File: src/include/rtdc_cfg.svh
`ifndef RTDC_CFG_SVH
`define RTDC_CFG_SVH
// Register offsets (page 1 word addresses)
`define RTDC_ADDR_W 6
`define RTDC_OFF_OUTCONV 6'h02
`define RTDC_OFF_REF 6'h03
`define RTDC_OFF_TDCFG 6'h05
// Reference register fields
`define RTDC_REF_INT_BIT 4
`define RTDC_REF_DL_HI 3
`define RTDC_REF_DL_LO 2
`define RTDC_REF_APD_BIT 1
`define RTDC_REF_VSEL_BIT 0
`define RTDC_REF_RESET 16'h0002
// Touch-detect configuration fields
`define RTDC_CFG_READY_BIT 6
`define RTDC_CFG_PRE_HI 5
`define RTDC_CFG_PRE_LO 3
`define RTDC_CFG_SENSE_HI 2
`define RTDC_CFG_SENSE_LO 0
`define RTDC_CFG_RESET 16'h0000
// Output converter control
`define RTDC_OCC_PD_BIT 15
`define RTDC_OCC_RESET 16'h0000
// Unmapped read value
`define RTDC_UNMAPPED 16'hFFFF
// Clock rate and time base
`define RTDC_CLK_KHZ 10000
`define RTDC_US_CYC(us) (((us) * `RTDC_CLK_KHZ + 999) / 1000)
// Settling delays, us
`define RTDC_DLY1_US 100
`define RTDC_DLY2_US 500
`define RTDC_DLY3_US 1000
// Precharge times, ns
`define RTDC_PRE0_NS 20000
`define RTDC_PRE1_NS 84000
`define RTDC_PRE2_NS 276000
`define RTDC_PRE3_NS 340000
`define RTDC_PRE4_NS 1044000
`define RTDC_PRE5_NS 1108000
`define RTDC_PRE6_NS 1300000
`define RTDC_PRE7_NS 1364000
// Sense times, ns
`define RTDC_SENSE0_NS 32000
`define RTDC_SENSE1_NS 96000
`define RTDC_SENSE2_NS 544000
`define RTDC_SENSE3_NS 608000
`define RTDC_SENSE4_NS 2080000
`define RTDC_SENSE5_NS 2144000
`define RTDC_SENSE6_NS 2592000
`define RTDC_SENSE7_NS 2656000
`define RTDC_CLK_NS 100
`define RTDC_NS_CYC(ns) (((ns) + `RTDC_CLK_NS - 1) / `RTDC_CLK_NS)
`endif

File: src/include/rtdc_pkg.sv
package rtdc_pkg;
  // Reference control fields
  typedef struct packed {
    logic int_sel;
    logic [1:0] settle_sel;
    logic auto_pd;
    logic volt_sel;
  } rtdc_ref_type;
  // Touch-detect timer selects
  typedef struct packed {
    logic [2:0] precharge_sel;
    logic [2:0] sense_time_sel;
  } rtdc_tdcfg_type;
  // Host register access
  typedef struct packed {
    logic wr;
    logic rd;
    logic [5:0] addr;
    logic [15:0] wdata;
  } rtdc_bus_type;
  // Reference sequencer states
  typedef enum logic [1:0] {
    RTDC_REF_OFF,
    RTDC_REF_SETTLE,
    RTDC_REF_READY
  } rtdc_seq_type;
  // Touch-detect timer phases
  typedef enum logic [1:0] {
    RTDC_TD_IDLE,
    RTDC_TD_PRECHARGE,
    RTDC_TD_SENSE
  } rtdc_td_type;
endpackage : rtdc_pkg

File: src/hw/rtdc_timer.sv
`timescale 1ns/1ps
`include "rtdc_cfg.svh"
// Loadable down counter; done is high while the count stands at one
module rtdc_timer
  import rtdc_pkg::*;
(
  input wire logic ref_clk,
  input wire logic reset,
  input wire logic load,
  input wire logic [15:0] count,
  output logic busy,
  output logic done
);
  logic [15:0] cnt_ff;
  logic [15:0] nxt_cnt;
  logic done_ff;
  logic nxt_done;

  // Next count; done marks the last counted cycle so a load of N spans exactly N cycles
  always_comb
  begin
    nxt_cnt = cnt_ff;
    if (load)
    begin
      nxt_cnt = count;
    end
    else if (cnt_ff != 16'h0000)
    begin
      nxt_cnt = cnt_ff - 16'h0001;
    end
    nxt_done = (nxt_cnt == 16'h0001);
  end

  // Count registers
  always_ff @(posedge ref_clk)
  begin
    if (reset)
    begin
      cnt_ff <= 16'h0000;
      done_ff <= 1'b0;
    end
    else
    begin
      cnt_ff <= nxt_cnt;
      done_ff <= nxt_done;
    end
  end

  assign busy = (cnt_ff != 16'h0000);
  assign done = done_ff;
endmodule : rtdc_timer

File: src/hw/rtdc_regs.sv
`timescale 1ns/1ps
`include "rtdc_cfg.svh"
// Functional notes
// - Reference bit 4: 1 internal reference, 0 external; resets to 0.
// - Two-bit settle delay 0/100/500/1000 us after reference power-up; resets 00.
// - Auto-power-down bit: 1 off between conversions, 0 always on; resets 1.
// - External source keeps internal reference off; internal with auto-off powers per conversion.
// - Reference bit 0: 0 selects 1.25 V, 1 selects 2.5 V; resets 0.
// - Reference fields read back as written; bits 15 to 5 read zero.
// - Config bit 6 mirrors data-ready pin; low from conversion end until all read.
// - Precharge select bits 5:3 pick 20 us to 1.364 ms before touch sense.
// - Sense select bits 2:0 pick 32 us to 2.656 ms between axis conversions.
// - Power-down flag 1 turns converter off and floats its output; 0 runs it.
module rtdc_regs
  import rtdc_pkg::*;
(
  input wire logic ref_clk,
  input wire logic reset,
  input rtdc_bus_type bus,
  output logic [15:0] rdata,
  input wire logic conv_req,
  output logic conv_start,
  input wire logic conv_done,
  input wire logic [15:0] conv_upd_mask,
  input wire logic [15:0] data_read_mask,
  input wire logic td_start,
  output logic td_precharge,
  output logic td_sense,
  output logic td_done,
  output logic ref_int_sel,
  output logic ref_power_on,
  output logic ref_voltage_select,
  output logic data_ready_pin_n,
  output logic output_converter_powerdown,
  output logic converter_out_enable
);
  rtdc_ref_type ref_ff, nxt_ref;
  rtdc_tdcfg_type cfg_ff, nxt_cfg;
  logic occ_pd_ff, nxt_occ_pd;
  logic [15:0] pend_ff, nxt_pend;
  logic [15:0] rdata_ff, nxt_rdata;
  rtdc_seq_type seq_ff, nxt_seq;
  rtdc_td_type td_ff, nxt_td;
  logic req_ff, nxt_req;
  logic start_ff, nxt_start;
  logic settle_load, settle_done;
  logic td_load, td_tmr_done;
  logic [15:0] settle_cyc, pre_cyc, sense_cyc, td_cyc;
  logic wr_ref, wr_cfg, wr_occ;

  ////////////////////////////////////////////////////////////////////////////
  // Register writes and read mux
  assign wr_ref = bus.wr && (bus.addr == `RTDC_OFF_REF);
  assign wr_cfg = bus.wr && (bus.addr == `RTDC_OFF_TDCFG);
  assign wr_occ = bus.wr && (bus.addr == `RTDC_OFF_OUTCONV);

  always_comb
  begin
    nxt_ref = ref_ff;
    nxt_cfg = cfg_ff;
    nxt_occ_pd = occ_pd_ff;
    nxt_rdata = rdata_ff;
    if (wr_ref)
    begin
      nxt_ref.int_sel = bus.wdata[`RTDC_REF_INT_BIT];
      nxt_ref.settle_sel = bus.wdata[`RTDC_REF_DL_HI:`RTDC_REF_DL_LO];
      nxt_ref.auto_pd = bus.wdata[`RTDC_REF_APD_BIT];
      nxt_ref.volt_sel = bus.wdata[`RTDC_REF_VSEL_BIT];
    end
    if (wr_cfg)
    begin
      nxt_cfg.precharge_sel = bus.wdata[`RTDC_CFG_PRE_HI:`RTDC_CFG_PRE_LO];
      nxt_cfg.sense_time_sel = bus.wdata[`RTDC_CFG_SENSE_HI:`RTDC_CFG_SENSE_LO];
    end
    if (wr_occ)
    begin
      nxt_occ_pd = bus.wdata[`RTDC_OCC_PD_BIT];
    end
    if (bus.rd)
    begin
      case (bus.addr)
        `RTDC_OFF_REF: nxt_rdata = {11'h000, ref_ff};
        `RTDC_OFF_TDCFG: nxt_rdata = {9'h000, data_ready_pin_n, cfg_ff};
        `RTDC_OFF_OUTCONV: nxt_rdata = {occ_pd_ff, 15'h0000};
        default: nxt_rdata = `RTDC_UNMAPPED;
      endcase
    end
  end

  // Data-ready tracking: new updates win over reads in the same cycle
  always_comb
  begin
    nxt_pend = pend_ff & ~data_read_mask;
    if (conv_done)
    begin
      nxt_pend = nxt_pend | conv_upd_mask;
    end
  end

  always_ff @(posedge ref_clk)
  begin
    if (reset)
    begin
      ref_ff <= rtdc_ref_type'(5'(`RTDC_REF_RESET));
      cfg_ff <= rtdc_tdcfg_type'(6'(`RTDC_CFG_RESET));
      occ_pd_ff <= 1'b0;
      rdata_ff <= 16'h0000;
      pend_ff <= 16'h0000;
    end
    else
    begin
      ref_ff <= nxt_ref;
      cfg_ff <= nxt_cfg;
      occ_pd_ff <= nxt_occ_pd;
      rdata_ff <= nxt_rdata;
      pend_ff <= nxt_pend;
    end
  end

  assign rdata = rdata_ff;
  assign data_ready_pin_n = (pend_ff == 16'h0000);
  assign ref_int_sel = ref_ff.int_sel;
  assign ref_voltage_select = ref_ff.volt_sel;
  assign output_converter_powerdown = occ_pd_ff;
  assign converter_out_enable = ~occ_pd_ff;

  ////////////////////////////////////////////////////////////////////////////
  // Reference power and settle sequencer
  always_comb
  begin
    case (ref_ff.settle_sel)
      2'b01: settle_cyc = 16'(`RTDC_US_CYC(`RTDC_DLY1_US));
      2'b10: settle_cyc = 16'(`RTDC_US_CYC(`RTDC_DLY2_US));
      2'b11: settle_cyc = 16'(`RTDC_US_CYC(`RTDC_DLY3_US));
      default: settle_cyc = 16'h0000;
    endcase
  end

  always_comb
  begin
    nxt_seq = seq_ff;
    nxt_req = req_ff | conv_req;
    nxt_start = 1'b0;
    settle_load = 1'b0;
    case (seq_ff)
      RTDC_REF_OFF:
      begin
        if (!ref_ff.int_sel && nxt_req)
        begin
          nxt_start = 1'b1;
          nxt_req = 1'b0;
        end
        else if (ref_ff.int_sel && (nxt_req || !ref_ff.auto_pd))
        begin
          if (settle_cyc == 16'h0000)
          begin
            nxt_seq = RTDC_REF_READY;
          end
          else
          begin
            settle_load = 1'b1;
            nxt_seq = RTDC_REF_SETTLE;
          end
        end
      end
      RTDC_REF_SETTLE:
      begin
        if (!ref_ff.int_sel)
        begin
          nxt_seq = RTDC_REF_OFF;
        end
        else if (settle_done)
        begin
          nxt_seq = RTDC_REF_READY;
        end
      end
      RTDC_REF_READY:
      begin
        if (!ref_ff.int_sel)
        begin
          nxt_seq = RTDC_REF_OFF;
        end
        else if (nxt_req)
        begin
          nxt_start = 1'b1;
          nxt_req = 1'b0;
        end
        else if (ref_ff.auto_pd && !conv_req)
        begin
          nxt_seq = RTDC_REF_OFF;
        end
      end
      default: nxt_seq = RTDC_REF_OFF;
    endcase
  end

  always_ff @(posedge ref_clk)
  begin
    if (reset)
    begin
      seq_ff <= RTDC_REF_OFF;
      req_ff <= 1'b0;
      start_ff <= 1'b0;
    end
    else
    begin
      seq_ff <= nxt_seq;
      req_ff <= nxt_req;
      start_ff <= nxt_start;
    end
  end

  assign conv_start = start_ff;
  assign ref_power_on = ref_ff.int_sel && (seq_ff != RTDC_REF_OFF);

  rtdc_timer u_settle (
    .ref_clk(ref_clk),
    .reset(reset),
    .load(settle_load),
    .count(settle_cyc),
    .busy(),
    .done(settle_done)
  );

  ////////////////////////////////////////////////////////////////////////////
  // Touch-detect precharge and sense timing
  always_comb
  begin
    case (cfg_ff.precharge_sel)
      3'h0: pre_cyc = 16'(`RTDC_NS_CYC(`RTDC_PRE0_NS));
      3'h1: pre_cyc = 16'(`RTDC_NS_CYC(`RTDC_PRE1_NS));
      3'h2: pre_cyc = 16'(`RTDC_NS_CYC(`RTDC_PRE2_NS));
      3'h3: pre_cyc = 16'(`RTDC_NS_CYC(`RTDC_PRE3_NS));
      3'h4: pre_cyc = 16'(`RTDC_NS_CYC(`RTDC_PRE4_NS));
      3'h5: pre_cyc = 16'(`RTDC_NS_CYC(`RTDC_PRE5_NS));
      3'h6: pre_cyc = 16'(`RTDC_NS_CYC(`RTDC_PRE6_NS));
      default: pre_cyc = 16'(`RTDC_NS_CYC(`RTDC_PRE7_NS));
    endcase
    case (cfg_ff.sense_time_sel)
      3'h0: sense_cyc = 16'(`RTDC_NS_CYC(`RTDC_SENSE0_NS));
      3'h1: sense_cyc = 16'(`RTDC_NS_CYC(`RTDC_SENSE1_NS));
      3'h2: sense_cyc = 16'(`RTDC_NS_CYC(`RTDC_SENSE2_NS));
      3'h3: sense_cyc = 16'(`RTDC_NS_CYC(`RTDC_SENSE3_NS));
      3'h4: sense_cyc = 16'(`RTDC_NS_CYC(`RTDC_SENSE4_NS));
      3'h5: sense_cyc = 16'(`RTDC_NS_CYC(`RTDC_SENSE5_NS));
      3'h6: sense_cyc = 16'(`RTDC_NS_CYC(`RTDC_SENSE6_NS));
      default: sense_cyc = 16'(`RTDC_NS_CYC(`RTDC_SENSE7_NS));
    endcase
  end

  always_comb
  begin
    nxt_td = td_ff;
    td_load = 1'b0;
    td_cyc = pre_cyc;
    case (td_ff)
      RTDC_TD_IDLE:
      begin
        if (td_start)
        begin
          td_load = 1'b1;
          nxt_td = RTDC_TD_PRECHARGE;
        end
      end
      RTDC_TD_PRECHARGE:
      begin
        if (td_tmr_done)
        begin
          td_cyc = sense_cyc;
          td_load = 1'b1;
          nxt_td = RTDC_TD_SENSE;
        end
      end
      RTDC_TD_SENSE:
      begin
        if (td_tmr_done)
        begin
          nxt_td = RTDC_TD_IDLE;
        end
      end
      default: nxt_td = RTDC_TD_IDLE;
    endcase
  end

  always_ff @(posedge ref_clk)
  begin
    if (reset)
    begin
      td_ff <= RTDC_TD_IDLE;
    end
    else
    begin
      td_ff <= nxt_td;
    end
  end

  assign td_precharge = (td_ff == RTDC_TD_PRECHARGE);
  assign td_sense = (td_ff == RTDC_TD_SENSE);
  assign td_done = (td_ff == RTDC_TD_SENSE) && td_tmr_done;

  rtdc_timer u_td (
    .ref_clk(ref_clk),
    .reset(reset),
    .load(td_load),
    .count(td_cyc),
    .busy(),
    .done(td_tmr_done)
  );
endmodule : rtdc_regs

File: config.mk
export PLATFORM = sky130hd
export DESIGN_NAME = rtdc_regs
export DESIGN_NICKNAME = d
export VERILOG_FILES = /design/src/include/rtdc_pkg.sv /design/src/hw/rtdc_timer.sv /design/src/hw/rtdc_regs.sv
export VERILOG_INCLUDE_DIRS = /design/src /design/src/include
export SDC_FILE = /design/constraint.sdc
export NUM_CORES = 1
export LEC_CHECK = 0
export BUFFER_PORTS_ARGS = -buffer_cell sky130_fd_sc_hd__buf_4
export CAP_MARGIN = 20
export CORE_MARGIN = 2
export CORE_UTILIZATION = 45
export CTS_CLUSTER_SIZE = 8
export DETAILED_ROUTE_END_ITERATION = 10
export PLACE_DENSITY = 0.69
export REMOVE_ABC_BUFFERS = 1
export SETUP_SLACK_MARGIN = 0.5
export SYNTH_ARGS = -nofsm -noshare
export SYNTH_HDL_FRONTEND = slang
export SYNTH_SLANG_ARGS = --single-unit
File: constraint.sdc
create_clock -name ref_clk -period 2.7 [get_ports ref_clk]
set_input_delay 0.27 -clock ref_clk [delete_from_list [all_inputs] [get_ports ref_clk]]
set_output_delay 0.27 -clock ref_clk [all_outputs]
set_load 0.03 [all_outputs]
==> summary.md <==
| Metric | Value |
|---|---|
| Tot Pwr | `5.427 mW` |
| Startpoint types | `register` |
| Post-synth ARST share | `0%` |
| Register bit count reported by yosys | `77` |
| Combinational power share | `approximately 57%` |
| Final Net Count | `673` |
| Post-route ant nets | `0` |
| Total global-route track usage | `between 20% and 30%` |
| Number of top-level pins | `87` |
| Clock network latency to the later pin of the worst-skew pair | `350 ps` |
| DP Wirelength | `a little under 7000 um` |
| Initial DRC Count | `251` |
| Std cell rows | `34` |
| Setup violators final | `0` |
| Slew headroom | `47.24%` |
| Clk pwr share | `14.2%` |
| Crit path DAT | `2740 ps` |
| Switch Pwr | `2.195 mW` |
| Vias per cell | `5.525` |
| Dpl cell area | `4716 um^2` |
| Largest net degree at the start of global routing | `71` |
| Clock Path Buffers | `2` |
| Die area | `9668 um^2` |
| Skew final | `11.52 ps` |
| Flop pwr share | `29.0%` |
| WL per Instance | `14.88 um` |
| Syn Area/Cell | `8.056 um^2` |
| Sw frac | `40.44%` |
| Pint | `approximately 3.2 mW` |
| Post-Syn Area | `4004 um^2` |
| Worst-path fanout max | `5` |
| Port Buffers | `77` |
| Final period utilization | `92.11%` |
| Global-route wire length before repair | `16750 um` |
| # DRC | `0` |
| TritonRoute pass-1 iters | `5` |
| Vias | `3928` |
| Gate Count Post-Synth | `497` |
| Root buf cell | `clkbuf_8` |
| Setup TNS | `0 ps` |
| Area Overhead vs Synth | `33.72%` |
| Max Clk Rate | `402.1 MHz` |
| Peak supply drop | `0.0003631 V` |
| Unique masters post-synth | `58` |
| Initial core utilization | `a little under half` |
| Total global routing overflow | `0` |
| EDFF count, synth | `0` |
| Final instance area | `5354 um^2` |
| Core Area | `8678 um^2` |
| YS warnings | `0` |
| Worst Max-Slew Pin Slew | `791.3 ps` |
| Final count of hold timing violations | `0` |
| CTS tree | `done` |
| Status | `finished clean` |
| Clk slew on worst S/H paths | `90 ps` |
| Clk sinks | `77` |
| Vias in the first global route | `3696` |
| Gp weighted congestion | `0.8968` |
| Diode count | `0` |
| Fillers | `770` |
| PwrDens | `1014 nW/um^2` |
| RSZ-0062 raised after global routing | `true` |
| Min Clock Period, post-route | `2487 ps` |
| P_leak | `between 2 and 2.5 nW` |
| Chip height | `98.33 um` |
| Die width | `98.33 um` |
| Max-Cap Viols | `0` |
| Ratio of cells with drive above 1 in the final layout | `32.34%` |
| Hold Path Class | `in -> reg` |
| TritonCTS Buffers | `9` |
| Multi-input logic area | `2507 um^2` |
| Synth Flop Type | `dfxtp_1` |
| Crit. End Element | `register` |
| Final max-slew violation count | `0` |
| Initial antenna violation count | `0` |
| Drt total wl | `10580 um` |
| Worst Path Required | `roughly 3000 ps` |
| Number of H-tree levels | `3` |
| Setup CP Type | `reg -> reg` |
| FF+latch area | `1555 um^2` |
| Register area share after synthesis | `around two fifths` |
## power by group through the flow
stage          Combinational [mW]  Sequential (mW)  Clock [mW]
2_1_floorplan                1.55             1.55           0
3_3_place_gp                 2.13             1.55           0
3_5_place_dp                 2.17             1.55           0
4_1_cts                      2.61             1.54       0.781
5_1_grt                      3.35             1.60       0.831
6_report                     3.08             1.57       0.771
## per-stage QoR
step | instances | util [%] | setup slack, ps | hold slack, ps
after floorplan | 466 | - | 252.8 | 339.1
after global placement | 671 | 54.34 | 126.1 | 459.7
after detailed placement | 671 | 54.34 | 68.27 | 465.9
after CTS | 702 | 59.31 | 182.8 | 134.0
after global routing | 711 | 61.69 | 121.8 | 148.4
final | 711 | 61.69 | 213.1 | 144.0
## registers in the layout, summed over array words and instances (netlist names)
register,count
ref_voltage_select,1
td_ff,2
u_td.cnt_ff,16
seq_ff,2
ref_int_sel,1
cfg_ff,6
conv_start,1
pend_ff,16
rdata,9
ref_ff,3
u_settle.cnt_ff,16
req_ff,1
u_td.done,1
u_settle.done,1
output_converter_powerdown,1
## Yosys cell counts (2+ instances only)
library cell	instances	area share, %
nor2b_1	9	1.4
nand3_1	14	1.8
nand2b_1	18	2.8
nor4b_1	2	0.44
a2111oi_0	3	0.66
nand4_1	5	0.78
buf_4	7	1.3
o22ai_1	2	0.31
nand3b_1	2	0.37
a211oi_1	10	1.9
a21o_1	3	0.56
ha_1	13	4.1
a211o_1	2	0.44
o211ai_1	2	0.37
or3_1	7	1.1
nor2_1	65	6.1
mux2i_1	7	1.8
and2_1	4	0.62
or2_2	2	0.31
xor2_1	6	1.3
nand2_1	51	4.8
or4_1	2	0.37
a21oi_1	46	5.7
or4_4	3	0.84
inv_1	15	1.4
a221oi_1	3	0.66
xnor2_1	17	3.7
nor3b_1	7	1.3
o21ai_0	5	0.62
or3b_2	2	0.44
nor3_1	21	2.6
clkbuf_1	22	2.1
a311oi_1	3	0.66
nor4_1	17	2.7
dfxtp_1	77	39
## critical path, cell delays in order (launching register included)
cell,delay (ps)
dfxtp_2,330
inv_2,50
ha_1,130
or4b_4,490
nor4_4,280
buf_6,180
nor4_2,50
xnor2_1,250
nor4b_4,290
o22ai_2,120
nor4_4,220
## metal layers
metal | vias to the layer above | part of all wire (%) | global-route usage [%]
met3 | 20 | 6.3 | 4.510
met5 | - | 0 | 0
met1 | 1819 | 45 | 27.84
li1 | 1947 | - | -
met2 | 142 | 47 | 33.18
met4 | 0 | 1.8 | 8.746
## worst paths after layout
check,start,cells past startpoint,slack [ps],to
worst max-delay path,u_settle.cnt_ff[0],10,210,u_settle.done
worst min-delay path,bus[15],3,140,output_converter_powerdown
worst max register to register,u_settle.cnt_ff[0],10,210,u_settle.done
worst min register to register,pend_ff[1],2,480,pend_ff[1]
## cell usage in the layout (no fill, tap or decap), types with 9 or more instances in the layout
master    netlist  final
nor3_1         21     19
nand3_1        14     12
a21oi_1        46     43
nand2b_1       18     18
a211oi_1       10      9
nor4_1         17     14
ha_1           13     12
buf_4           7    115
inv_1          15     11
nor2_1         65     62
dfxtp_1        77     70
nand2_1        51     50
clkbuf_8        0      9
xnor2_1        17     12
## cell families after synthesis
group / count (synthesis) / share of synthesized area [%]
and+or+nand+nor: 242 / 31.56
AOI/OAI and AO/OA: 89 / 13.91
DFF: 77 / 38.50
buffers and inverters: 46 / 5.187
xor gates and xnor gates: 23 / 5.031
adders and majority gates: 13 / 4.063
muxes: 7 / 1.750
## cell type report
class                           count  share of cell area (%)
Sequential cell                    77                   29.05
Multi-Input combinational cell    374                   46.83
Timing Repair Buffer              122                   17.48
Inverter                           15                   1.052
Clock buffer                        9                   2.314
Clock inverter                      6                  0.7478
Tap cell                          108                   2.524
## what timing repair did
action / CTS / global route
gates resized for setup: 38 / 33
hold buffers: 0 / 0
pin swaps: 20 / 20
gates cloned: 1 / 0
endpoints found under the setup margin: 11 / 18
setup buffers: 15 / 9
No activity file was read; power rests on OpenSTA's default activity.
